<file path="config.mk">
export PLATFORM = sky130hd
export DESIGN_NAME = waveform_steering_shutdown
export DESIGN_NICKNAME = d
export VERILOG_FILES = /design/src/wss_pkg.sv /design/src/waveform_steering_shutdown.sv
export VERILOG_INCLUDE_DIRS = /design/src
export SDC_FILE = /design/constraint.sdc
export NUM_CORES = 1
export LEC_CHECK = 0
export BUFFER_PORTS_ARGS = -buffer_cell sky130_fd_sc_hd__buf_4
export CELL_PAD_IN_SITES_DETAIL_PLACEMENT = 0
export CELL_PAD_IN_SITES_GLOBAL_PLACEMENT = 2
export CORE_MARGIN = 2
export CORE_UTILIZATION = 38
export DETAILED_ROUTE_END_ITERATION = 12
export PLACE_DENSITY_LB_ADDON = 0.1
export SYNTH_ARGS = -nofsm -noshare
export SYNTH_HDL_FRONTEND = slang
export SYNTH_SLANG_ARGS = --single-unit
export TNS_END_PERCENT = 10
</file>
<file path="constraint.sdc">
create_clock -name i_mclk -period 3 [get_ports i_mclk]
set_clock_uncertainty 0.15 [all_clocks]
set_input_delay 0.45 -clock i_mclk [delete_from_list [all_inputs] [get_ports i_mclk]]
set_output_delay 0.45 -clock i_mclk [all_outputs]
set_load 0.005 [all_outputs]
</file>
<file path="src/wss_regs.svh">
// Register map, field positions, codes and reset values of the waveform unit.
//
// Notes on behaviour
// - Asynchronous input edges shift dead band one clock.
// - Direction bit applies at next rising input.
// - Direction change delays new modulated output once.
// - Steering: unselected outputs fixed, selected carry input.
// - Polarity applies only to steered outputs.
// - Shutdown overrides only steered outputs.
// - Mode 000: steering write acts at once.
// - Mode 001: steering change waits rising input.
// - Software shutdown bit holds shutdown while set.
// - Auto-restart clears software shutdown in hardware.
// - Enabled fault input forces override levels at the next clock.
// - Six shutdown sources, all active low.
// - Faults are level sensed; shutdown persists until cleared.
// - Fast oscillator kept running while unit active.
// - Override fields set pair levels, polarity used only by the inactive-level code.
// - Software clear refused while fault still active.
// - Overrides stay until first rising input after clear.
// - Auto-restart clears shutdown once faults go away.
// - Load bit loads dead bands on next input edge.
// - Mode field decodes six modes, two reserved.
// - Override codes: one, zero, float, inactive level.
// - Two 6-bit dead-band counters count clock periods.
// - Half-bridge: A true, B inverted, dead band between.
// - Full-bridge forward and reverse static/modulated outputs.
`ifndef WSS_REGS_SVH
`define WSS_REGS_SVH

`define ADDR_CTRL0      3'h0
`define ADDR_POL        3'h1
`define ADDR_DBR        3'h2
`define ADDR_DBF        3'h3
`define ADDR_AS0        3'h4
`define ADDR_AS1        3'h5
`define ADDR_STEER      3'h6
`define ADDR_CLK        3'h7

`define BIT_EN          7
`define BIT_LD          6
`define BIT_SHUT        7
`define BIT_REN         6
`define BIT_IN          5

`define MODE_STEER      3'h0
`define MODE_SYNC       3'h1
`define MODE_FWD        3'h2
`define MODE_REV        3'h3
`define MODE_HALF       3'h4
`define MODE_PUSH       3'h5

`define LVL_ONE         2'h3
`define LVL_ZERO        2'h2
`define LVL_FLOAT       2'h1
`define LVL_INACT       2'h0

`define OVERRIDE_LEVEL_BD_RESET      2'h1
`define OVERRIDE_LEVEL_AC_RESET      2'h1
`define AS1_TOP_BIT     8'h80
`define DB_ZERO         6'h00

`endif

</file>
<file path="src/wss_pkg.sv">
// Types shared by the waveform steering and shutdown block.
package wss_pkg;

    // Drive state of the four output pins; oe_n low means the pin is driven.
    typedef struct packed {
        logic [3:0] level;
        logic [3:0] oe_n;
    } pin_drive_t;

    // Run state of the output stage.
    typedef enum logic [1:0] {
        ST_OFF,
        ST_HOLD,
        ST_RUN
    } run_state_t;

endpackage

</file>
<file path="src/waveform_steering_shutdown.sv">
// Complementary waveform unit: modes, steering, dead band and auto-shutdown.
//
// Design decisions made here: the strobed register port and the placing of the registers.
`timescale 1ns/1ps
`default_nettype none
`include "wss_regs.svh"

module waveform_steering_shutdown (
    input  wire logic               i_mclk,
    input  wire logic               i_reset_n,
    input  wire logic [2:0]         i_addr,
    input  wire logic [7:0]         i_wdata,
    input  wire logic               i_wr,
    input  wire logic               i_rd,
    input  wire logic               i_data,
    input  wire logic [5:0]         i_shutdown_n,
    output logic [7:0]              o_rdata,
    output wss_pkg::pin_drive_t     o_pins,
    output logic                    o_keep_fast_osc
);
    import wss_pkg::*;

    // ------------------------------------------------------------
    // Register storage and decode
    // ------------------------------------------------------------
    logic       en;
    logic       ld;
    logic [2:0] mode;
    logic [3:0] pol;
    logic [5:0] dbr_w;
    logic [5:0] dbf_w;
    logic [5:0] dbr;
    logic [5:0] dbf;
    logic       shut;
    logic       ren;
    logic [1:0] override_level_bd;
    logic [1:0] override_level_ac;
    logic [5:0] as_en;
    logic [3:0] str_w;
    logic [3:0] str_act;
    logic       clk_sel;
    logic       data_q;
    logic       rise;
    logic       fall;
    logic       ext_fault;
    logic       ovr;
    logic       dir;
    logic       hold_mod;
    logic [5:0] dcnt;
    logic [5:0] rcnt;
    logic [5:0] fcnt;
    logic       pp;
    logic       act_seen;
    logic [3:0] raw;
    logic [3:0] mod;
    run_state_t state;
    run_state_t next_state;

    logic wr_ctrl;
    logic wr_pol;
    logic wr_dbr;
    logic wr_dbf;
    logic wr_as0;
    logic wr_as1;
    logic wr_steer;
    logic wr_clk;

    // Write strobes per register.
    assign wr_ctrl  = i_wr && (i_addr == `ADDR_CTRL0);
    assign wr_pol   = i_wr && (i_addr == `ADDR_POL);
    assign wr_dbr   = i_wr && (i_addr == `ADDR_DBR);
    assign wr_dbf   = i_wr && (i_addr == `ADDR_DBF);
    assign wr_as0   = i_wr && (i_addr == `ADDR_AS0);
    assign wr_as1   = i_wr && (i_addr == `ADDR_AS1);
    assign wr_steer = i_wr && (i_addr == `ADDR_STEER);
    assign wr_clk   = i_wr && (i_addr == `ADDR_CLK);

    // Input edges and the combined fault level; faults are sensed by level, not edge.
    assign rise      = i_data && !data_q;
    assign fall      = !i_data && data_q;
    assign ext_fault = |(as_en & ~i_shutdown_n);
    assign ovr       = (state == ST_HOLD) || shut || ext_fault;

    // ------------------------------------------------------------
    // Plain configuration registers
    // ------------------------------------------------------------
    // Mode decode is fixed at write time; reserved codes drive nothing active.
    always_ff @(posedge i_mclk)
    begin
        if (!i_reset_n)
        begin
            en      <= 1'b0;
            mode    <= `MODE_STEER;
            pol     <= 4'h0;
            dbr_w   <= `DB_ZERO;
            dbf_w   <= `DB_ZERO;
            ren     <= 1'b0;
            override_level_bd    <= `OVERRIDE_LEVEL_BD_RESET;
            override_level_ac    <= `OVERRIDE_LEVEL_AC_RESET;
            as_en   <= 6'h00;
            str_w   <= 4'h0;
            clk_sel <= 1'b0;
        end
        else
        begin
            if (wr_ctrl)
            begin
                en   <= i_wdata[`BIT_EN];
                mode <= i_wdata[2:0];
            end
            if (wr_pol)
                pol <= i_wdata[3:0];
            if (wr_dbr)
                dbr_w <= i_wdata[5:0];
            if (wr_dbf)
                dbf_w <= i_wdata[5:0];
            if (wr_as0)
            begin
                ren  <= i_wdata[`BIT_REN];
                override_level_bd <= i_wdata[5:4];
                override_level_ac <= i_wdata[3:2];
            end
            if (wr_as1)
                as_en <= i_wdata[5:0];
            if (wr_steer)
                str_w <= i_wdata[3:0];
            if (wr_clk)
                clk_sel <= i_wdata[0];
        end
    end

    // Load request: only accepted once the unit is already enabled, cleared at the next input edge.
    always_ff @(posedge i_mclk)
    begin
        if (!i_reset_n)
            ld <= 1'b0;
        else if (wr_ctrl && i_wdata[`BIT_LD] && en)
            ld <= 1'b1;
        else if (ld && (rise || fall))
            ld <= 1'b0;
    end

    // Active dead-band values: written straight through while disabled, else on a load.
    always_ff @(posedge i_mclk)
    begin
        if (!i_reset_n)
        begin
            dbr <= `DB_ZERO;
            dbf <= `DB_ZERO;
        end
        else if (!en)
        begin
            dbr <= wr_dbr ? i_wdata[5:0] : dbr_w;
            dbf <= wr_dbf ? i_wdata[5:0] : dbf_w;
        end
        else if (ld && (rise || fall))
        begin
            dbr <= dbr_w;
            dbf <= dbf_w;
        end
    end

    // ------------------------------------------------------------
    // Shutdown status and run state
    // ------------------------------------------------------------
    // Set wins over any clear, so a fault is never lost to a software clear.
    always_ff @(posedge i_mclk)
    begin
        if (!i_reset_n)
            shut <= 1'b0;
        else if (ext_fault || (wr_as0 && i_wdata[`BIT_SHUT]))
            shut <= 1'b1;
        else if (wr_as0)
            shut <= 1'b0;
        else if (ren)
            shut <= 1'b0;
    end

    // Start-up always passes through the hold state, so the first pulse is whole.
    always_comb
    begin
        next_state = state;
        if (!en)
            next_state = ST_OFF;
        else if (shut || ext_fault)
            next_state = ST_HOLD;
        else
        begin
            unique case (state)
                ST_OFF:  next_state = ST_HOLD;
                ST_HOLD: next_state = rise ? ST_RUN : ST_HOLD;
                ST_RUN:  next_state = ST_RUN;
            endcase
        end
    end

    always_ff @(posedge i_mclk)
    begin
        if (!i_reset_n)
            state <= ST_OFF;
        else
            state <= next_state;
    end

    // ------------------------------------------------------------
    // Input sampling and steering
    // ------------------------------------------------------------
    // Edges are seen on the module clock, hence one clock of dead-band jitter.
    always_ff @(posedge i_mclk)
    begin
        if (!i_reset_n)
            data_q <= 1'b0;
        else
            data_q <= i_data;
    end

    // Plain steering follows writes at once; synchronous steering waits for a rising edge.
    always_ff @(posedge i_mclk)
    begin
        if (!i_reset_n)
            str_act <= 4'h0;
        else if (mode == `MODE_STEER)
            str_act <= wr_steer ? i_wdata[3:0] : str_w;
        else if (rise)
            str_act <= str_w;
    end

    // ------------------------------------------------------------
    // Dead-band counters
    // ------------------------------------------------------------
    // Rising count runs while input is high, falling count while low.
    always_ff @(posedge i_mclk)
    begin
        if (!i_reset_n)
        begin
            rcnt <= `DB_ZERO;
            fcnt <= `DB_ZERO;
        end
        else
        begin
            if (rise)
                rcnt <= `DB_ZERO;
            else if (data_q && (rcnt < dbr))
                rcnt <= rcnt + 6'h01;
            if (fall)
                fcnt <= `DB_ZERO;
            else if (!data_q && (fcnt < dbf))
                fcnt <= fcnt + 6'h01;
        end
    end

    // Direction is taken at the rising edge; a change blanks the new modulated output once.
    always_ff @(posedge i_mclk)
    begin
        if (!i_reset_n)
        begin
            dir      <= 1'b0;
            hold_mod <= 1'b0;
            dcnt     <= `DB_ZERO;
        end
        else if (rise && (mode[2:1] == 2'h1))
        begin
            dir      <= mode[0];
            hold_mod <= (mode[0] != dir);
            dcnt     <= `DB_ZERO;
        end
        else if (hold_mod)
        begin
            if (dcnt >= (dir ? dbr : dbf))
                hold_mod <= 1'b0;
            else
                dcnt <= dcnt + 6'h01;
        end
    end

    // Push-pull sequencer restarts on disable or shutdown, first pulse on A.
    always_ff @(posedge i_mclk)
    begin
        if (!i_reset_n || !en || ovr)
            pp <= 1'b0;
        else if (fall && (mode == `MODE_PUSH))
            pp <= ~pp;
    end

    // Raw active-high waveforms and which outputs are open to shutdown and polarity.
    always_comb
    begin
        raw = 4'h0;
        mod = 4'hF;
        case (mode)
            `MODE_STEER, `MODE_SYNC:
            begin
                raw = {4{data_q}};
                mod = str_act;
            end
            `MODE_FWD, `MODE_REV:
            begin
                if (dir)
                    raw = {1'b0, 1'b1, data_q && !hold_mod, 1'b0};
                else
                    raw = {data_q && !hold_mod, 1'b0, 1'b0, 1'b1};
            end
            `MODE_HALF:
            begin
                raw[0] = data_q && (rcnt == dbr);
                raw[1] = !data_q && (fcnt == dbf);
                raw[2] = raw[0];
                raw[3] = raw[1];
            end
            `MODE_PUSH:
            begin
                raw[0] = data_q && !pp;
                raw[1] = data_q && pp;
                raw[2] = raw[0];
                raw[3] = raw[1];
            end
            default:
            begin
                raw = 4'h0;
                mod = 4'h0;
            end
        endcase
    end

    // ------------------------------------------------------------
    // Output stage, one flop pair per pin
    // ------------------------------------------------------------
    // Overrides are registered, so a fault reaches the pins one clock later.
    for (genvar i = 0; i < 4; i++)
    begin : g_out
        logic [1:0] lvl;
        assign lvl = (i % 2 == 0) ? override_level_ac : override_level_bd;
        always_ff @(posedge i_mclk)
        begin
            if (!i_reset_n || (state == ST_OFF && !ext_fault) || !en)
            begin
                o_pins.level[i] <= 1'b0;
                o_pins.oe_n[i]  <= 1'b1;
            end
            else if (!mod[i])
            begin
                o_pins.level[i] <= 1'b0;
                o_pins.oe_n[i]  <= 1'b0;
            end
            else if (ovr)
            begin
                o_pins.oe_n[i]  <= (lvl == `LVL_FLOAT);
                o_pins.level[i] <= (lvl == `LVL_ONE) ||
                                   ((lvl == `LVL_INACT) && pol[i]);
            end
            else
            begin
                o_pins.level[i] <= raw[i] ^ pol[i];
                o_pins.oe_n[i]  <= 1'b0;
            end
        end
    end

    // ------------------------------------------------------------
    // Read port and oscillator keep-alive
    // ------------------------------------------------------------
    // Read data stands only in the cycle after the strobe; unmapped bits read zero, except AS1 bit 7, which reads one.
    always_ff @(posedge i_mclk)
    begin
        if (!i_reset_n || !i_rd)
            o_rdata <= 8'h00;
        else
        begin
            case (i_addr)
                `ADDR_CTRL0: o_rdata <= {en, ld, 3'h0, mode};
                `ADDR_POL:   o_rdata <= {2'h0, data_q, 1'b0, pol};
                `ADDR_DBR:   o_rdata <= {2'h0, dbr_w};
                `ADDR_DBF:   o_rdata <= {2'h0, dbf_w};
                `ADDR_AS0:   o_rdata <= {shut, ren, override_level_bd, override_level_ac, 2'h0};
                `ADDR_AS1:   o_rdata <= `AS1_TOP_BIT | {2'h0, as_en};
                `ADDR_STEER: o_rdata <= {4'h0, str_w};
                default:     o_rdata <= {7'h00, clk_sel};
            endcase
        end
    end

    // Input counts as active once an edge is seen while enabled.
    always_ff @(posedge i_mclk)
    begin
        if (!i_reset_n || !en)
        begin
            act_seen        <= 1'b0;
            o_keep_fast_osc <= 1'b0;
        end
        else
        begin
            act_seen        <= act_seen || rise || fall;
            o_keep_fast_osc <= clk_sel && act_seen;
        end
    end
endmodule // waveform_steering_shutdown
`default_nettype wire

</file>
Word level (Yosys, flattened, before mapping) --
Cells that the tools add are included.
Word-level totals: register bits after elaboration 96, bits of input ports 22, output and inout bits 17, word-level logic and storage cells 189
Cells by class: add/sub/neg operators 3, order comparisons 3, equality and inequality tests 23, muxes and demuxes 35, bitwise operators 14, reductions and logical operators 75
Operator list (count):
- one-hot mux 8 bit (7 select lines) | 1
- 2-to-1 mux 6 bit | 7
- logical AND 1 bit | 29
- 2-to-1 mux 1 bit | 19
- adder 6 x 1 -> 6 bit, second input constant | 3
- equality test 3 bit, second input constant | 6
- OR reduction 2 bit | 9
- logical OR 1 bit | 16
- 2-to-1 mux 4 bit | 4
- one-hot mux 4 bit (4 select lines) | 1
- equality test 3 x 2 -> 1 bit, second input constant | 4
- equality test 6 bit | 2
- less-than comparator 6 bit | 2
- equality test 2 x 1 -> 1 bit, second input constant | 4
- zero test 1 bit | 8
- NOT 1 bit | 8
- one-hot mux 4 bit (2 select lines) | 1
- AND 6 bit | 1
- equality test 2 bit, second input constant | 3
- equality test 3 x 1 -> 1 bit, second input constant | 2
- >= comparator 6 bit | 1
- zero test 2 bit | 3
- zero test 3 bit | 2
- NOT 6 bit | 1
- 11 further kinds | 16

Longest topological paths before layout --
word-level depth 8, depth in mapped cells 9, gate-level depth less buffers 7

Least setup slack after synthesis --
No wires, ideal clock.
kind register to register, start register dir, end register dcnt[4], library setup time 0.070 ns, arrival 2.211 ns, data required time 2.780 ns, path slack 0.569 ns, cell stages (with the launch flop) 10, path buffers 2, period minus slack after synthesis 2.431 ns, path through dfxtp_1 -> buf_2 -> mux2_2 -> ha_1 -> nor2b_1 -> o21ai_0 -> a41o_1 -> clkbuf_1 -> or3_1 -> a21oi_1
Between the ends: longest elaborated chain between the ends 4
RTL lines:
- start: declaration | line waveform_steering_shutdown.sv:47 | logic dir;
- start signal: assignment | line waveform_steering_shutdown.sv:263 | dir <= mode[0];
- 2-to-1 mux 6 bit | line waveform_steering_shutdown.sv:269 | if (dcnt >= (dir ? dbr : dbf))
- >= comparator 6 bit | line waveform_steering_shutdown.sv:269
- NOT 1 bit (no line)
- AND reduction 2 bit (no line)
- end signal: assignment | line waveform_steering_shutdown.sv:259 | dcnt <= `DB_ZERO;
- end signal: assignment | line waveform_steering_shutdown.sv:265 | dcnt <= `DB_ZERO;
- end signal: assignment | line waveform_steering_shutdown.sv:272 | dcnt <= dcnt + 6'h01;
- end: declaration | line waveform_steering_shutdown.sv:49 | logic [5:0] dcnt;
No other way between the ends. A chain may end at the register's enable or synchronous reset.

Worst setup path in the final report --
Same ends and word-level chain as after synthesis.

==> reports/metrics.csv <==
stage,metric,value,unit
sta,setup_viol,0,
logic_synthesis,synth_area_per_cell,9.185,um^2
sta,holdWs,198.9,ps
cts,cts_buffer_depth,2,
sta,post-route-period-util,0.8234,
logic_synthesis,syn_nets,586,
grt,grt_pass1_wl,21800,um
routing,drcViolationCount,0,
routing,viasPerCell,5.399,
critical_path,crit_family,compound AO/OA/AOI/OAI gates,
critical_path,critical-path-max-stage-delay,450,ps
routing,antenna_left,0,
cts,cts_hold_buf,0,
routing,dr.pass1.iters,4,
logic_synthesis,ys_ff_latch,96,
place,portBuffers,38,
sta,rsz0062_at_grt,no,
critical_path,r2r-end,dcnt[4]$_SDFFE_PP0P_,
grt,grt_pass1_vias,3953,
outcome,status,"finished, final reports clean",
floorplan,die_h,117.6,um
finish,final_core_util,0.4506,
sta,timing.fmax,404.8,MHz
place,gp_congestion,0.8218,
worst_hold_path,whs_path_depth,3,
logic_synthesis,synth-edff-count,0,
critical_path,crit_type,flop to flop,
critical_path,reg2reg_depth,9,
sta,slew_headroom,0.4487,
sta,drv_slew,0,
floorplan,rows,41,
worst_hold_path,hold_path.class,primary input to flop,
critical_path,slowest_stage,dfxtp_1,
critical_path,cp.required,3130,ps
finish,fin_area,5687,um^2
routing,dr_total_vias,4017,
logic_synthesis,ys_types,65,
floorplan,die-area,13830,um^2
cts,clockRootBuffer,clkbuf_16,
critical_path,reg2reg_setup_slack,530,ps
power_and_ir_drop,p_leak,2.267,nW
sta,hold_viol,0,
power_and_ir_drop,ir_drop,0.3231,mV
finish,diodes,0,
finish,filler_cell_count,1280,
floorplan,start_util,0.3887,
place,hpwlAfterDp,10300,um
logic_synthesis,syn_inst,534,
finish,drive_above_1_share,0.1486,
critical_path,crit_buf_inv,2,
grt,track_usage,0.2045,
logic_synthesis,synth_ff_type,dfxtp_1,
routing,wirelength,13690,um
cts,numCtsBuffers,9,
worst_hold_path,whs_endpoint,data_q$_SDFF_PN0_,
routing,drtIter0Drc,194,
routing,routedWlPerCell,18.40,um
finish,instances_no_fill,744,
worst_hold_path,hold_start,i_data,
critical_path,crit_fanout,10,
logic_synthesis,async_flop_share,0,
logic_synthesis,syn-cell-area,4905,um^2
place,placed_cells,728,
floorplan,core,12620,um^2
cts,cts_sinks,96,
floorplan,io_pins,39,
logic_synthesis,netlist_top_cells_area,"dfxtp_1 39%, mux2i_1 9.8%, ha_1 7.7%",
cts,cts_setup_buffers,0,
logic_synthesis,synth-warning-count,0,
logic_synthesis,synth_top_cell_area_share,0.3918,
finish,layout.nets,619,
cts,cts_max_level,3,
sta,tightest_slew,820.6,ps
grt,antenna_found_initial,0,
sta,setup-tns-final,0,ps
grt,grt-ovfl-total,0,
cts,clkTransAtPathRegs,70,ps
logic_synthesis,seq_area_frac_synth,0.3918,
critical_path,path_cells,"buf_4, mux2i_1, ha_1, a21oi_1, o21ai_0, a41o_1, buf_4, or3_1, a21oi_1",
place,dpl_cell_area,5355,um^2
finish,area_growth,15.94,%
critical_path,timing.rr.start,dir$_SDFFE_PN0P_,
floorplan,die_w,117.6,um
critical_path,cp-start-kind,flop,
power_and_ir_drop,p_per_area,501.9,nW/um^2
cts,post_cts_resized,0,
sta,fin_crit,2470,ps
cts,clk_latency,350,ps
critical_path,end_kind,flop,
grt,grt_max_degree,30,
job,drv_cap,0,
critical_path,arrival,2600,ps
logic_synthesis,synth_area_leader_cell,dfxtp_1,
cts,cts_tree,done,
==> worst max-delay path by stage <==
| stage | depth (start not counted) | end | slack (ps) | start |
|---|---|---|---|---|
| 2_1_floorplan | 9 | dcnt[4]$_SDFFE_PP0P_ | 570 | dir$_SDFFE_PN0P_ |
| 3_3_place_gp | 9 | dcnt[4]$_SDFFE_PP0P_ | 590 | dir$_SDFFE_PN0P_ |
| 3_5_place_dp | 9 | dcnt[4]$_SDFFE_PP0P_ | 530 | dir$_SDFFE_PN0P_ |
| 4_1_cts | 9 | dcnt[3]$_SDFFE_PP0P_ | 500 | dir$_SDFFE_PN0P_ |
| 5_1_grt | 9 | dcnt[4]$_SDFFE_PP0P_ | 330 | dir$_SDFFE_PN0P_ |
| 6_report | 9 | dcnt[4]$_SDFFE_PP0P_ | 530 | dir$_SDFFE_PN0P_ |
==> worst reg2reg max path, stage by stage, from the launching register on <==
cell     delay (ps)
dfxtp_1         450
buf_4           210
mux2i_1         190
ha_1            250
a21oi_1         120
o21ai_0         110
a41o_1          260
buf_4           170
or3_1           340
a21oi_1         140
==> logic make-up (layout without fill, tap and decap cells) <==
logic type	Yosys count	in the layout	share of synthesized area
fa+ha+maj	30	30	0.07653
xor+xnor	5	5	0.008928
simple gates	172	172	0.1829
flops	96	96	0.3918
compound gates	117	117	0.1727
mux	56	56	0.1186
buf+inv	58	96	0.04847
==> area by class of cell <==
| cell class | count | area [um^2] | share of cell area |
|---|---|---|---|
| Multi-Input combinational cell | 380 | 2745 | 0.4827 |
| Sequential cell | 96 | 1922 | 0.3380 |
| Timing Repair Buffer | 46 | 345.3 | 0.06073 |
| Clock buffer | 11 | 252.7 | 0.04444 |
| Tap cell | 172 | 215.2 | 0.03784 |
| Inverter | 34 | 127.6 | 0.02244 |
| Clock inverter | 5 | 78.83 | 0.01386 |
==> stage by stage <==
stage	power, W	worst slack, ps
after floorplan	0.001505	569.4
after global placement	0.001598	592.9
after detailed placement	0.001601	529.2
after CTS	0.002894	502.9
after global routing	0.002968	326.4
final	0.002854	529.8
==> power breakdown <==
group / internal [W] / switching (W)
Sequential: 0.00130 / 0.0000252
Combinational: 0.0000994 / 0.000150
Clock: 0.000775 / 0.000509
Total: 0.00217 / 0.000683
==> per-layer routing <==
| metal | GRT usage | routed length [um] | up-vias |
|---|---|---|---|
| met5 | 0 | 0 | - |
| li1 | - | - | 2015 |
| met4 | 0.06777 | 303 | 0 |
| met3 | 0.04360 | 384 | 18 |
| met1 | 0.2571 | 6370 | 1915 |
| met2 | 0.3481 | 6634 | 69 |
==> layout by cell type, fill, tap and decap left out, types with 3 or more instances in the layout <==
cell	instances
buf_4	46
nor2b_1	9
nand3_1	17
xnor2_1	4
nand2b_1	9
mux2_2	7
a221o_1	6
nand4b_1	3
dfxtp_1	96
o21ai_1	5
mux2i_1	48
a22oi_1	10
a221oi_1	4
nor2_1	60
o211ai_1	3
ha_1	30
o31ai_1	7
clkbuf_16	9
o21ai_0	14
a21o_1	6
a211oi_1	10
a21oi_1	30
inv_1	34
nor3_1	16
or3_1	9
nand2_1	21
nand4_1	5
==> flip-flops by register name, indices dropped and copies added, names as in the netlist, 2 cells and up <==
| name | cells |
|---|---|
| o_pins | 8 |
| o_rdata | 8 |
| as_en | 6 |
| dbf | 6 |
| dbf_w | 6 |
| dbr | 6 |
| dbr_w | 6 |
| dcnt | 6 |
| fcnt | 6 |
| rcnt | 6 |
| g_out.lvl | 4 |
| pol | 4 |
| str_act | 4 |
| str_w | 4 |
| mode | 3 |
| state | 2 |
==> Yosys cell counts (3+ instances only) <==
| cell | n |
|---|---|
| dfxtp_1 | 96 |
| o21ai_0 | 14 |
| nand2b_1 | 9 |
| mux2i_1 | 48 |
| a22oi_1 | 10 |
| ha_1 | 30 |
| nand2_1 | 21 |
| or3_1 | 9 |
| nor2b_1 | 9 |
| o211ai_1 | 3 |
| o31ai_1 | 7 |
| clkbuf_1 | 11 |
| a211oi_1 | 10 |
| nand4b_1 | 3 |
| nor3_1 | 16 |
| a21o_1 | 6 |
| nor2_1 | 60 |
| nand3_1 | 17 |
| a21oi_1 | 30 |
| o21ai_1 | 5 |
| buf_2 | 10 |
| inv_1 | 34 |
| xnor2_1 | 4 |
| mux2_2 | 7 |
| nand4_1 | 5 |
| a221o_1 | 6 |
| a221oi_1 | 4 |
Note: power is estimated with default switching activity, not from simulation.
